File: config.mk
export PLATFORM = sky130hd
export DESIGN_NAME = btcl_trigger
export DESIGN_NICKNAME = d
export VERILOG_FILES = /design/src/include/btcl_pkg.sv /design/src/rtl/btcl_fifo.sv /design/src/rtl/btcl_trigger.sv
export VERILOG_INCLUDE_DIRS = /design/src /design/src/include
export SDC_FILE = /design/constraint.sdc
export NUM_CORES = 1
export LEC_CHECK = 0
export BUFFER_PORTS_ARGS = -buffer_cell sky130_fd_sc_hd__clkbuf_2
export CORE_UTILIZATION = 55
export DETAILED_ROUTE_END_ITERATION = 12
export PLACE_DENSITY = 0.8
export SYNTH_ARGS = -nofsm -noshare
export SYNTH_HDL_FRONTEND = slang
export SYNTH_SLANG_ARGS = --single-unit
File: constraint.sdc
create_clock -name aclk -period 10.89 [get_ports aclk]
set_input_delay 1.089 -clock aclk [delete_from_list [all_inputs] [get_ports aclk]]
set_output_delay 1.089 -clock aclk [all_outputs]
set_load 0.01 [all_outputs]
File: src/include/btcl_defs.svh
`ifndef BTCL_DEFS_SVH
`define BTCL_DEFS_SVH

// Register byte offsets
`define BTCL_OFS_CTRL 12'h000
`define BTCL_OFS_CMPA 12'h004
`define BTCL_OFS_CMPB 12'h008
`define BTCL_OFS_STAT 12'h00C
`define BTCL_OFS_FIFO 12'h010

// Control word fields
`define BTCL_CTRL_MODE_LSB 0
`define BTCL_CTRL_RWEN_BIT 4
`define BTCL_CTRL_RWVAL_BIT 5
`define BTCL_CTRL_BRK_BIT 6
`define BTCL_CTRL_TAG_BIT 7
`define BTCL_CTRL_START_BIT 8

// Reset values
`define BTCL_CTRL_RST 8'h00
`define BTCL_CMP_RST 16'h0000

// Capture store geometry and readout flag
`define BTCL_FIFO_AW 3
`define BTCL_FIFO_EMPTY_BIT 8

// Bus answers
`define BTCL_RESP_OKAY 2'h0
`define BTCL_RESP_SLVERR 2'h2

`endif

File: src/include/btcl_pkg.sv
package btcl_pkg;

   typedef enum logic [3:0] {
      BTCL_A_ONLY      = 4'h0,
      BTCL_A_OR_B      = 4'h1,
      BTCL_A_THEN_B    = 4'h2,
      BTCL_EVT_B       = 4'h3,
      BTCL_A_THEN_EVT_B = 4'h4,
      BTCL_INSIDE      = 4'h5,
      BTCL_OUTSIDE     = 4'h6,
      BTCL_A_AND_D     = 4'h7,
      BTCL_A_NOT_D     = 4'h8
   } btcl_mode_t;

   // Gray along idle, run, armed, done
   typedef enum logic [1:0] {
      BTCL_IDLE  = 2'h0,
      BTCL_RUN   = 2'h1,
      BTCL_ARMED = 2'h3,
      BTCL_DONE  = 2'h2
   } btcl_state_t;

   typedef struct packed {
      logic tag;
      logic cpu_break_enable;
      logic rw_match_value;
      logic rw_check_enable;
      btcl_mode_t mode;
   } btcl_ctrl_t;

   typedef struct packed {
      logic valid;
      logic rw;
      logic [15:0] addr;
      logic [7:0] data;
   } btcl_bus_t;

endpackage

File: src/rtl/btcl_fifo.sv
`timescale 1ns/10ps
`include "btcl_defs.svh"

module btcl_fifo (
   // Clock and reset
   input logic aclk,
   input logic aresetn,
   // Fill side
   input logic clr,
   input logic push,
   input logic [7:0] din,
   // Drain side
   input logic pop,
   output logic [7:0] dout,
   // Level
   output logic full,
   output logic empty,
   output logic [`BTCL_FIFO_AW:0] count
);

   localparam int DEPTH = 1 << `BTCL_FIFO_AW;

   logic [7:0] mem_r [DEPTH];
   logic [`BTCL_FIFO_AW-1:0] wr_ptr_r;
   logic [`BTCL_FIFO_AW-1:0] rd_ptr_r;
   logic [`BTCL_FIFO_AW:0] cnt_r;
   logic push_ok;
   logic pop_ok;

   // Push when full is dropped, never overwrites
   assign push_ok = push & ~full;
   assign pop_ok = pop & ~empty;
   assign full = (cnt_r == (`BTCL_FIFO_AW+1)'(DEPTH));
   assign empty = (cnt_r == '0);
   assign count = cnt_r;
   assign dout = mem_r[rd_ptr_r];

   always_ff @(posedge aclk) begin
      if (push_ok) begin
         mem_r[wr_ptr_r] <= din;
      end
   end

   always_ff @(posedge aclk) begin
      if (!aresetn || clr) begin
         wr_ptr_r <= '0;
         rd_ptr_r <= '0;
      end else begin
         if (push_ok) begin
            wr_ptr_r <= wr_ptr_r + 1'b1;
         end
         if (pop_ok) begin
            rd_ptr_r <= rd_ptr_r + 1'b1;
         end
      end
   end

   always_ff @(posedge aclk) begin
      if (!aresetn || clr) begin
         cnt_r <= '0;
      end else if (push_ok && !pop_ok) begin
         cnt_r <= cnt_r + 1'b1;
      end else if (pop_ok && !push_ok) begin
         cnt_r <= cnt_r - 1'b1;
      end
   end

endmodule

File: src/rtl/btcl_trigger.sv
// Implementation choices: the AXI4-Lite interface to the registers and the register offsets.
`timescale 1ns/10ps
`include "btcl_defs.svh"

// Contract
// - A-only mode: trigger when address equals A
// - Either mode: address equals A or B
// - A arms; later B match triggers
// - Full mode: A address, B data, direction
// - Tag break in full modes: A only
// - Full not-data mode: A, data differs, direction
// - Event B: each B match captured, stop full
// - After A, each B match captured, stop full
// - Inside range: A <= address <= B
// - Outside range: below A or above B

module btcl_trigger (
   // Clock and reset
   input logic aclk,
   input logic aresetn,
   // Register bus write
   input logic [11:0] s_axi_awaddr,
   input logic s_axi_awvalid,
   output logic s_axi_awready,
   input logic [31:0] s_axi_wdata,
   input logic [3:0] s_axi_wstrb,
   input logic s_axi_wvalid,
   output logic s_axi_wready,
   output logic [1:0] s_axi_bresp,
   output logic s_axi_bvalid,
   input logic s_axi_bready,
   // Register bus read
   input logic [11:0] s_axi_araddr,
   input logic s_axi_arvalid,
   output logic s_axi_arready,
   output logic [31:0] s_axi_rdata,
   output logic [1:0] s_axi_rresp,
   output logic s_axi_rvalid,
   input logic s_axi_rready,
   // Watched core bus
   input btcl_pkg::btcl_bus_t core_bus,
   // Trigger and breakpoint
   output logic trigger_out,
   output logic cpu_break_req,
   output logic cpu_break_tag,
   output logic run_active
);

   btcl_pkg::btcl_ctrl_t ctrl_r;
   btcl_pkg::btcl_state_t state_r;
   btcl_pkg::btcl_state_t state_nxt;
   logic [15:0] cmpa_r;
   logic [15:0] cmpb_r;
   logic [31:0] ctrl_wv;
   logic [31:0] cmpa_wv;
   logic [31:0] cmpb_wv;
   logic [31:0] rd_mux;
   logic wr_go;
   logic rd_go;
   logic start_pulse;
   logic a_hit;
   logic b_hit;
   logic d_hit;
   logic rw_ok;
   logic in_rng;
   logic out_rng;
   logic hit;
   logic trig;
   logic running;
   logic armed;
   logic seq_mode;
   logic store_mode;
   logic full_mode;
   logic tag_hit;
   logic trig_seen_r;
   logic fifo_push;
   logic fifo_pop;
   logic fifo_full;
   logic fifo_empty;
   logic [`BTCL_FIFO_AW:0] fifo_cnt;
   logic [7:0] fifo_dout;

   function automatic logic addr_eq(input logic [15:0] x,
                                    input logic [15:0] y);
      return x == y;
   endfunction

   function automatic logic addr_mapped(input logic [11:0] a);
      return a == `BTCL_OFS_CTRL || a == `BTCL_OFS_CMPA ||
             a == `BTCL_OFS_CMPB || a == `BTCL_OFS_STAT ||
             a == `BTCL_OFS_FIFO;
   endfunction

   function automatic logic [31:0] lane_merge(input logic [31:0] old,
                                              input logic [31:0] nw,
                                              input logic [3:0] strb);
      logic [31:0] res;
      res = old;
      for (int i = 0; i < 4; i++) begin
         if (strb[i]) begin
            res[i*8 +: 8] = nw[i*8 +: 8];
         end
      end
      return res;
   endfunction

   // Write takes address and data together
   assign wr_go = s_axi_awvalid & s_axi_wvalid & ~s_axi_bvalid;
   assign s_axi_awready = wr_go;
   assign s_axi_wready = wr_go;
   assign rd_go = s_axi_arvalid & ~s_axi_rvalid;
   assign s_axi_arready = rd_go;

   assign ctrl_wv = lane_merge({24'h000000, ctrl_r}, s_axi_wdata,
                               s_axi_wstrb);
   assign cmpa_wv = lane_merge({16'h0000, cmpa_r}, s_axi_wdata,
                               s_axi_wstrb);
   assign cmpb_wv = lane_merge({16'h0000, cmpb_r}, s_axi_wdata,
                               s_axi_wstrb);

   // Start is a self-clearing strobe, never stored
   assign start_pulse = wr_go && s_axi_awaddr == `BTCL_OFS_CTRL &&
                        s_axi_wstrb[1] &&
                        s_axi_wdata[`BTCL_CTRL_START_BIT];

   always_ff @(posedge aclk) begin
      if (!aresetn) begin
         ctrl_r <= btcl_pkg::btcl_ctrl_t'(`BTCL_CTRL_RST);
      end else if (wr_go && s_axi_awaddr == `BTCL_OFS_CTRL) begin
         ctrl_r <= btcl_pkg::btcl_ctrl_t'(ctrl_wv[7:0]);
      end
   end

   always_ff @(posedge aclk) begin
      if (!aresetn) begin
         cmpa_r <= `BTCL_CMP_RST;
      end else if (wr_go && s_axi_awaddr == `BTCL_OFS_CMPA) begin
         cmpa_r <= cmpa_wv[15:0];
      end
   end

   always_ff @(posedge aclk) begin
      if (!aresetn) begin
         cmpb_r <= `BTCL_CMP_RST;
      end else if (wr_go && s_axi_awaddr == `BTCL_OFS_CMPB) begin
         cmpb_r <= cmpb_wv[15:0];
      end
   end

   // Read-only offsets accept writes silently
   always_ff @(posedge aclk) begin
      if (!aresetn) begin
         s_axi_bvalid <= 1'b0;
         s_axi_bresp <= `BTCL_RESP_OKAY;
      end else if (wr_go) begin
         s_axi_bvalid <= 1'b1;
         s_axi_bresp <= addr_mapped(s_axi_awaddr) ?
                        `BTCL_RESP_OKAY : `BTCL_RESP_SLVERR;
      end else if (s_axi_bready) begin
         s_axi_bvalid <= 1'b0;
      end
   end

   always_comb begin
      rd_mux = 32'h00000000;
      case (s_axi_araddr)
         `BTCL_OFS_CTRL: rd_mux = {24'h000000, ctrl_r};
         `BTCL_OFS_CMPA: rd_mux = {16'h0000, cmpa_r};
         `BTCL_OFS_CMPB: rd_mux = {16'h0000, cmpb_r};
         `BTCL_OFS_STAT: begin
            rd_mux = {20'h00000, fifo_cnt, 2'h0, trig_seen_r,
                      fifo_empty, fifo_full,
                      state_r == btcl_pkg::BTCL_DONE, armed, running};
         end
         `BTCL_OFS_FIFO: begin
            rd_mux = {24'h000000, fifo_dout};
            rd_mux[`BTCL_FIFO_EMPTY_BIT] = fifo_empty;
         end
         default: rd_mux = 32'h00000000;
      endcase
   end

   // Reading the capture word consumes it
   assign fifo_pop = rd_go && s_axi_araddr == `BTCL_OFS_FIFO &&
                     !fifo_empty;

   always_ff @(posedge aclk) begin
      if (!aresetn) begin
         s_axi_rvalid <= 1'b0;
         s_axi_rdata <= 32'h00000000;
         s_axi_rresp <= `BTCL_RESP_OKAY;
      end else if (rd_go) begin
         s_axi_rvalid <= 1'b1;
         s_axi_rdata <= rd_mux;
         s_axi_rresp <= addr_mapped(s_axi_araddr) ?
                        `BTCL_RESP_OKAY : `BTCL_RESP_SLVERR;
      end else if (s_axi_rready) begin
         s_axi_rvalid <= 1'b0;
      end
   end

   // Comparators
   assign a_hit = core_bus.valid && addr_eq(core_bus.addr, cmpa_r);
   assign b_hit = core_bus.valid && addr_eq(core_bus.addr, cmpb_r);
   // Upper byte of B is ignored for data
   assign d_hit = core_bus.data == cmpb_r[7:0];
   assign rw_ok = !ctrl_r.rw_check_enable ||
                  core_bus.rw == ctrl_r.rw_match_value;
   assign in_rng = core_bus.valid && core_bus.addr >= cmpa_r &&
                   core_bus.addr <= cmpb_r;
   assign out_rng = core_bus.valid && (core_bus.addr < cmpa_r ||
                    core_bus.addr > cmpb_r);

   assign running = state_r == btcl_pkg::BTCL_RUN ||
                    state_r == btcl_pkg::BTCL_ARMED;
   assign armed = state_r == btcl_pkg::BTCL_ARMED;
   assign seq_mode = ctrl_r.mode == btcl_pkg::BTCL_A_THEN_B ||
                     ctrl_r.mode == btcl_pkg::BTCL_A_THEN_EVT_B;
   assign store_mode = ctrl_r.mode == btcl_pkg::BTCL_EVT_B ||
                       ctrl_r.mode == btcl_pkg::BTCL_A_THEN_EVT_B;
   assign full_mode = ctrl_r.mode == btcl_pkg::BTCL_A_AND_D ||
                      ctrl_r.mode == btcl_pkg::BTCL_A_NOT_D;

   always_comb begin
      hit = 1'b0;
      case (ctrl_r.mode)
         btcl_pkg::BTCL_A_ONLY: hit = a_hit;
         btcl_pkg::BTCL_A_OR_B: hit = a_hit || b_hit;
         btcl_pkg::BTCL_A_THEN_B: hit = armed && b_hit;
         btcl_pkg::BTCL_EVT_B: hit = b_hit;
         btcl_pkg::BTCL_A_THEN_EVT_B: hit = armed && b_hit;
         btcl_pkg::BTCL_INSIDE: hit = in_rng;
         btcl_pkg::BTCL_OUTSIDE: hit = out_rng;
         btcl_pkg::BTCL_A_AND_D: hit = a_hit && d_hit && rw_ok;
         btcl_pkg::BTCL_A_NOT_D: hit = a_hit && !d_hit && rw_ok;
         default: hit = 1'b0;
      endcase
   end

   // A full store drops further events instead of overwriting
   assign trig = running && hit && !(store_mode && fifo_full);
   assign fifo_push = trig && store_mode;
   // Tag request ignores the data result in full modes
   assign tag_hit = full_mode ? (running && a_hit) : trig;

   always_comb begin
      state_nxt = state_r;
      case (state_r)
         btcl_pkg::BTCL_IDLE: state_nxt = state_r;
         btcl_pkg::BTCL_RUN: begin
            // Full store ends the run even before arming
            if (store_mode && fifo_full) begin
               state_nxt = btcl_pkg::BTCL_DONE;
            end else if (seq_mode && a_hit) begin
               state_nxt = btcl_pkg::BTCL_ARMED;
            end else if (trig && !store_mode) begin
               state_nxt = btcl_pkg::BTCL_DONE;
            end
         end
         btcl_pkg::BTCL_ARMED: begin
            if (trig && !store_mode) begin
               state_nxt = btcl_pkg::BTCL_DONE;
            end else if (store_mode && fifo_full) begin
               state_nxt = btcl_pkg::BTCL_DONE;
            end
         end
         btcl_pkg::BTCL_DONE: state_nxt = state_r;
         default: state_nxt = btcl_pkg::BTCL_IDLE;
      endcase
      if (start_pulse) begin
         state_nxt = btcl_pkg::BTCL_RUN;
      end
   end

   always_ff @(posedge aclk) begin
      if (!aresetn) begin
         state_r <= btcl_pkg::BTCL_IDLE;
      end else begin
         state_r <= state_nxt;
      end
   end

   // Outputs lag the watched bus cycle by one clock
   always_ff @(posedge aclk) begin
      if (!aresetn) begin
         trigger_out <= 1'b0;
         cpu_break_req <= 1'b0;
      end else begin
         trigger_out <= trig;
         cpu_break_req <= ctrl_r.cpu_break_enable &&
                          (ctrl_r.tag ? tag_hit : trig);
      end
   end

   assign cpu_break_tag = ctrl_r.tag;
   assign run_active = running;

   // Set wins over the restart clear
   always_ff @(posedge aclk) begin
      if (!aresetn) begin
         trig_seen_r <= 1'b0;
      end else if (trig) begin
         trig_seen_r <= 1'b1;
      end else if (start_pulse) begin
         trig_seen_r <= 1'b0;
      end
   end

   btcl_fifo u_fifo (
      .aclk(aclk),
      .aresetn(aresetn),
      .clr(start_pulse),
      .push(fifo_push),
      .din(core_bus.data),
      .pop(fifo_pop),
      .dout(fifo_dout),
      .full(fifo_full),
      .empty(fifo_empty),
      .count(fifo_cnt)
   );

   a_a_only_hit: assert property (
      @(posedge aclk) disable iff (!aresetn)
      running && ctrl_r.mode == btcl_pkg::BTCL_A_ONLY &&
      core_bus.valid && core_bus.addr == cmpa_r |=> trigger_out)
      else $error("A-only address match gave no trigger");

   a_either_hit: assert property (
      @(posedge aclk) disable iff (!aresetn)
      running && ctrl_r.mode == btcl_pkg::BTCL_A_OR_B &&
      core_bus.valid && core_bus.addr == cmpb_r |=> trigger_out)
      else $error("Either mode missed a B match");

   a_seq_order: assert property (
      @(posedge aclk) disable iff (!aresetn)
      trigger_out && $past(seq_mode) |-> $past(armed))
      else $error("Sequence trigger without prior A match");

   a_full_addr: assert property (
      @(posedge aclk) disable iff (!aresetn)
      ctrl_r.mode == btcl_pkg::BTCL_A_AND_D &&
      core_bus.addr != cmpa_r ##1 $stable(ctrl_r) |-> !trigger_out)
      else $error("Full mode triggered without A match");

   a_tag_break: assert property (
      @(posedge aclk) disable iff (!aresetn)
      running && full_mode && ctrl_r.tag &&
      ctrl_r.cpu_break_enable && a_hit |=> cpu_break_req)
      else $error("Tag break missing on A match in full mode");

   a_not_data: assert property (
      @(posedge aclk) disable iff (!aresetn)
      ctrl_r.mode == btcl_pkg::BTCL_A_NOT_D && d_hit
      |=> !trigger_out)
      else $error("Not-data mode triggered on equal data");

   a_full_stop: assert property (
      @(posedge aclk) disable iff (!aresetn)
      running && store_mode && fifo_full && !start_pulse
      |-> !fifo_push ##1 state_r == btcl_pkg::BTCL_DONE)
      else $error("Store run continued with full capture");

   a_store_armed: assert property (
      @(posedge aclk) disable iff (!aresetn)
      fifo_push && ctrl_r.mode == btcl_pkg::BTCL_A_THEN_EVT_B
      |-> armed && b_hit)
      else $error("Capture before A match in sequence store");

   a_inside_rng: assert property (
      @(posedge aclk) disable iff (!aresetn)
      running && ctrl_r.mode == btcl_pkg::BTCL_INSIDE &&
      core_bus.valid && core_bus.addr >= cmpa_r &&
      core_bus.addr <= cmpb_r |=> trigger_out)
      else $error("Inside range address gave no trigger");

   a_outside_rng: assert property (
      @(posedge aclk) disable iff (!aresetn)
      ctrl_r.mode == btcl_pkg::BTCL_OUTSIDE &&
      core_bus.addr >= cmpa_r && core_bus.addr <= cmpb_r
      |=> !trigger_out)
      else $error("Outside mode triggered inside range");

   a_idle_quiet: assert property (
      @(posedge aclk) disable iff (!aresetn)
      trigger_out |-> $past(running))
      else $error("Trigger raised while not running");

endmodule

==> impl_metrics.json <==
{
  "status": "finished, final reports clean",
  "gp_congestion": 0.947,
  "worst_ep_arrival_time_ns": 4.91,
  "yosys_warnings": 0,
  "worst_skew_pair.late_latency_ns": 0.43,
  "synth_top_area_share_pct": 26.8,
  "htreeDepth": 4,
  "setup_viol": 0,
  "critPathLaunchType": "primary input",
  "post-route-min-period_ns": 4.56,
  "overflow": 0,
  "endpoint_kind": "register",
  "worst_slack_ns": 6.33,
  "maxSlewViolCount": 0,
  "placed_area_um2": 7740,
  "cts_root_buf": "clkbuf_16",
  "ctsLongestPathBuffers": 2,
  "rows": 41,
  "clock_power_share_pct": 46.0,
  "dieHeight_um": 116,
  "cts_tree": "built",
  "cts_hold_buf": 0,
  "grt_usage_pct": 28.1,
  "path_max_fanout": 7,
  "ys_seq_area_share_pct": 48.6,
  "via_per_inst": 5.74,
  "synthArstFlopShare_pct": 0,
  "grt_pass1_vias": 5311,
  "ir_drop_v": 0.000101,
  "synth_edf_count": 64,
  "critPathKind": "primary input to register",
  "cts-resized-gates": 0,
  "post-route-period-util_pct": 41.9,
  "top_layer": "met4",
  "wl_met2_mm": 8.55,
  "grt_max_degree": 61,
  "grt_pass1_wl_mm": 27.7,
  "final_area_um2": 8290,
  "cp.required_ns": 11.24,
  "pre_cts_slack_ns": 5.99,
  "rsz0062_at_grt": "false",
  "drt-met1-wl_mm": 7.15,
  "hp-class": "register to register",
  "cts_buffers": 17,
  "synthCells": 686,
  "p_per_area_nw_per_um2": 142,
  "initial_core_util_pct": 56.5,
  "ios": 138,
  "fp.dieArea_um2": 13500,
  "final_util_pct": 65.4,
  "leakage_nw": 3.19,
  "internal-power_mw": 0.902,
  "synthTopCellsByArea": "edfxtp_1 (27%), dfxtp_1 (22%), mux4_2 (6.9%), ha_1 (6.5%), mux2i_1 (5.2%)",
  "drive_gt1_share_pct": 21.2,
  "ys.flop_type": "dfxtp_1",
  "nNetsFinal": 914,
  "worst_pin_slew_ns": 1.07,
  "syn-cell-area_um2": 7160,
  "seq_power_share_pct": 48.0,
  "p_comb_share_pct": 6.0,
  "final-hold-violation-count": 0,
  "drtIter0Drc": 388,
  "switching_share_pct": 23.1,
  "core-area_um2": 12700,
  "antenna_found_initial": 0,
  "synth.ff_latch_count": 142,
  "slew_headroom_pct": 28.8,
  "diodes": 0,
  "synth_area_per_cell_um2": 10.4,
  "drc": 0,
  "numPortBuffers": 101,
  "dr_wl_met3_mm": 1.35,
  "fp.dieW_um": 116,
  "num_vias": 5557,
  "hpwl_mm": 12.9,
  "routedWlPerCell_um": 18.0,
  "ant_nets": 0,
  "wl_mm": 17.4,
  "clock_sinks": 142,
  "firstDrtPassIters": 5,
  "maxCapViolations": 0,
  "p_sw_mw": 0.271,
  "fin_setup_tns_ns": 0,
  "fmax_mhz": 219,
  "clk_pin_slew_worst_paths_ns": 0.06,
  "synth_cell_types": 61,
  "yosys.area.top_type": "edfxtp_1",
  "cts_setup_buffers": 0,
  "finClkSkew_ns": 0.00727,
  "area_growth_pct": 15.8
}
==> worst max-delay path: stages <==
cell and delay [ns]:
clkbuf_2 0.11, ha_1 0.33, nand4_2 0.13, or4_4 0.60
a21oi_2 0.12, or4bb_2 0.15, o211ai_4 0.10, nor3_1 0.52
nor2_1 0.21, ha_1 0.26, inv_1 0.12, ha_1 0.24
a21o_1 0.17, a21oi_1 0.18, xnor2_1 0.12, or3_1 0.32
a21oi_1 0.14
==> area by class of cell <==
class	instances	area, um2
clock inverters	12	114
inverters	43	161
flip-flops and latches	142	3480
clock buffers	20	437
fillers	1010	4380
well taps	172	215
multi-input cells	473	3340
repair buffers	106	543
==> placed cells by master, fill, tap and decap left out, drive strengths merged, types with 4 or more instances in the layout <==
cell	instances
inv	45
nor4	8
nor2	80
nand4	8
edfxtp	64
clkinv	5
mux2i	37
o21ai	17
nand2b	8
and2	4
nor2b	8
clkinvlp	4
a22oi	8
a211oi	8
nand2	67
ha	37
clkbuf	121
a21oi	52
mux4	22
nor3	20
and3	4
buf	5
conb	18
nand3	8
xnor2	11
dfxtp	78
==> cells by family (layout without fill, tap and decap cells) <==
group	after synthesis	count (layout)	synth area share, %
other	1	18	0.0524
flip-flops	142	142	48.6
AND/OR/NAND/NOR	235	235	15.6
XOR/XNOR	14	14	1.71
adder cells (fa/ha/maj)	38	38	6.74
buffers and inverters	88	181	5.66
multiplexers	59	59	12.1
AO/OA/AOI/OAI	109	109	9.49
==> stage by stage <==
stage,hold WS [ns],total power [mW],cells
CTS,0.459,1.18,968
global placement,0.444,0.641,936
global route,0.494,1.21,968
detailed placement,0.453,0.644,936
finish,0.455,1.17,968
floorplan,0.424,0.616,703
==> registers in the layout, indices dropped and copies added, names as in the netlist, named ones only <==
signal and flops:
u_fifo.mem_r 64, cmpa_r 16, cmpb_r 16, s_axi_rdata 16, ctrl_r 7, u_fifo.count 4, u_fifo.rd_ptr_r 3, u_fifo.wr_ptr_r 3
state_r 2, cpu_break_req 1, cpu_break_tag 1, s_axi_bresp 1, s_axi_bvalid 1, s_axi_rresp 1, s_axi_rvalid 1, trig_seen_r 1
trigger_out 1
==> power by group through the flow <==
stage	registers, mW	logic, mW	clock network, mW
after CTS	0.563	0.0704	0.545
final	0.563	0.0706	0.540
after global routing	0.563	0.0789	0.567
after floorplan	0.576	0.0407	0
after global placement	0.574	0.0666	0
after detailed placement	0.574	0.0699	0
==> cells in the mapped netlist (all sizes together) (4+ instances only) <==
library cell  count
a211oi            8
a21oi            52
a22oi             8
and2              4
and3              4
buf              24
clkbuf           21
dfxtp            78
edfxtp           64
ha               37
inv              42
mux2i            37
mux4             22
nand2            67
nand2b            8
nand3             8
nand4             8
nor2             80
nor2b             8
nor3             20
nor4              8
o21ai            17
xnor2            11
==> layer usage <==
metal | vias to the layer above | track usage [%]
met5 | - | 0
met4 | 0 | 10.3
met3 | 32 | 6.59
met2 | 250 | 45.6
met1 | 2640 | 36.8
li1 | 2635 | -
==> worst paths after layout <==
check | start | slack, ns | end | cells after the start
setup / recovery | core_bus[23] | 6.33 | u_fifo.count[3] | 17
setup reg to reg | cmpa_r[13] | 6.70 | u_fifo.count[3] | 17
hold reg to reg | cmpb_r[8] | 0.46 | cmpb_r[8] | 2
hold / removal | cmpb_r[8] | 0.46 | cmpb_r[8] | 2
Note: power is estimated with default switching activity, not from simulation.
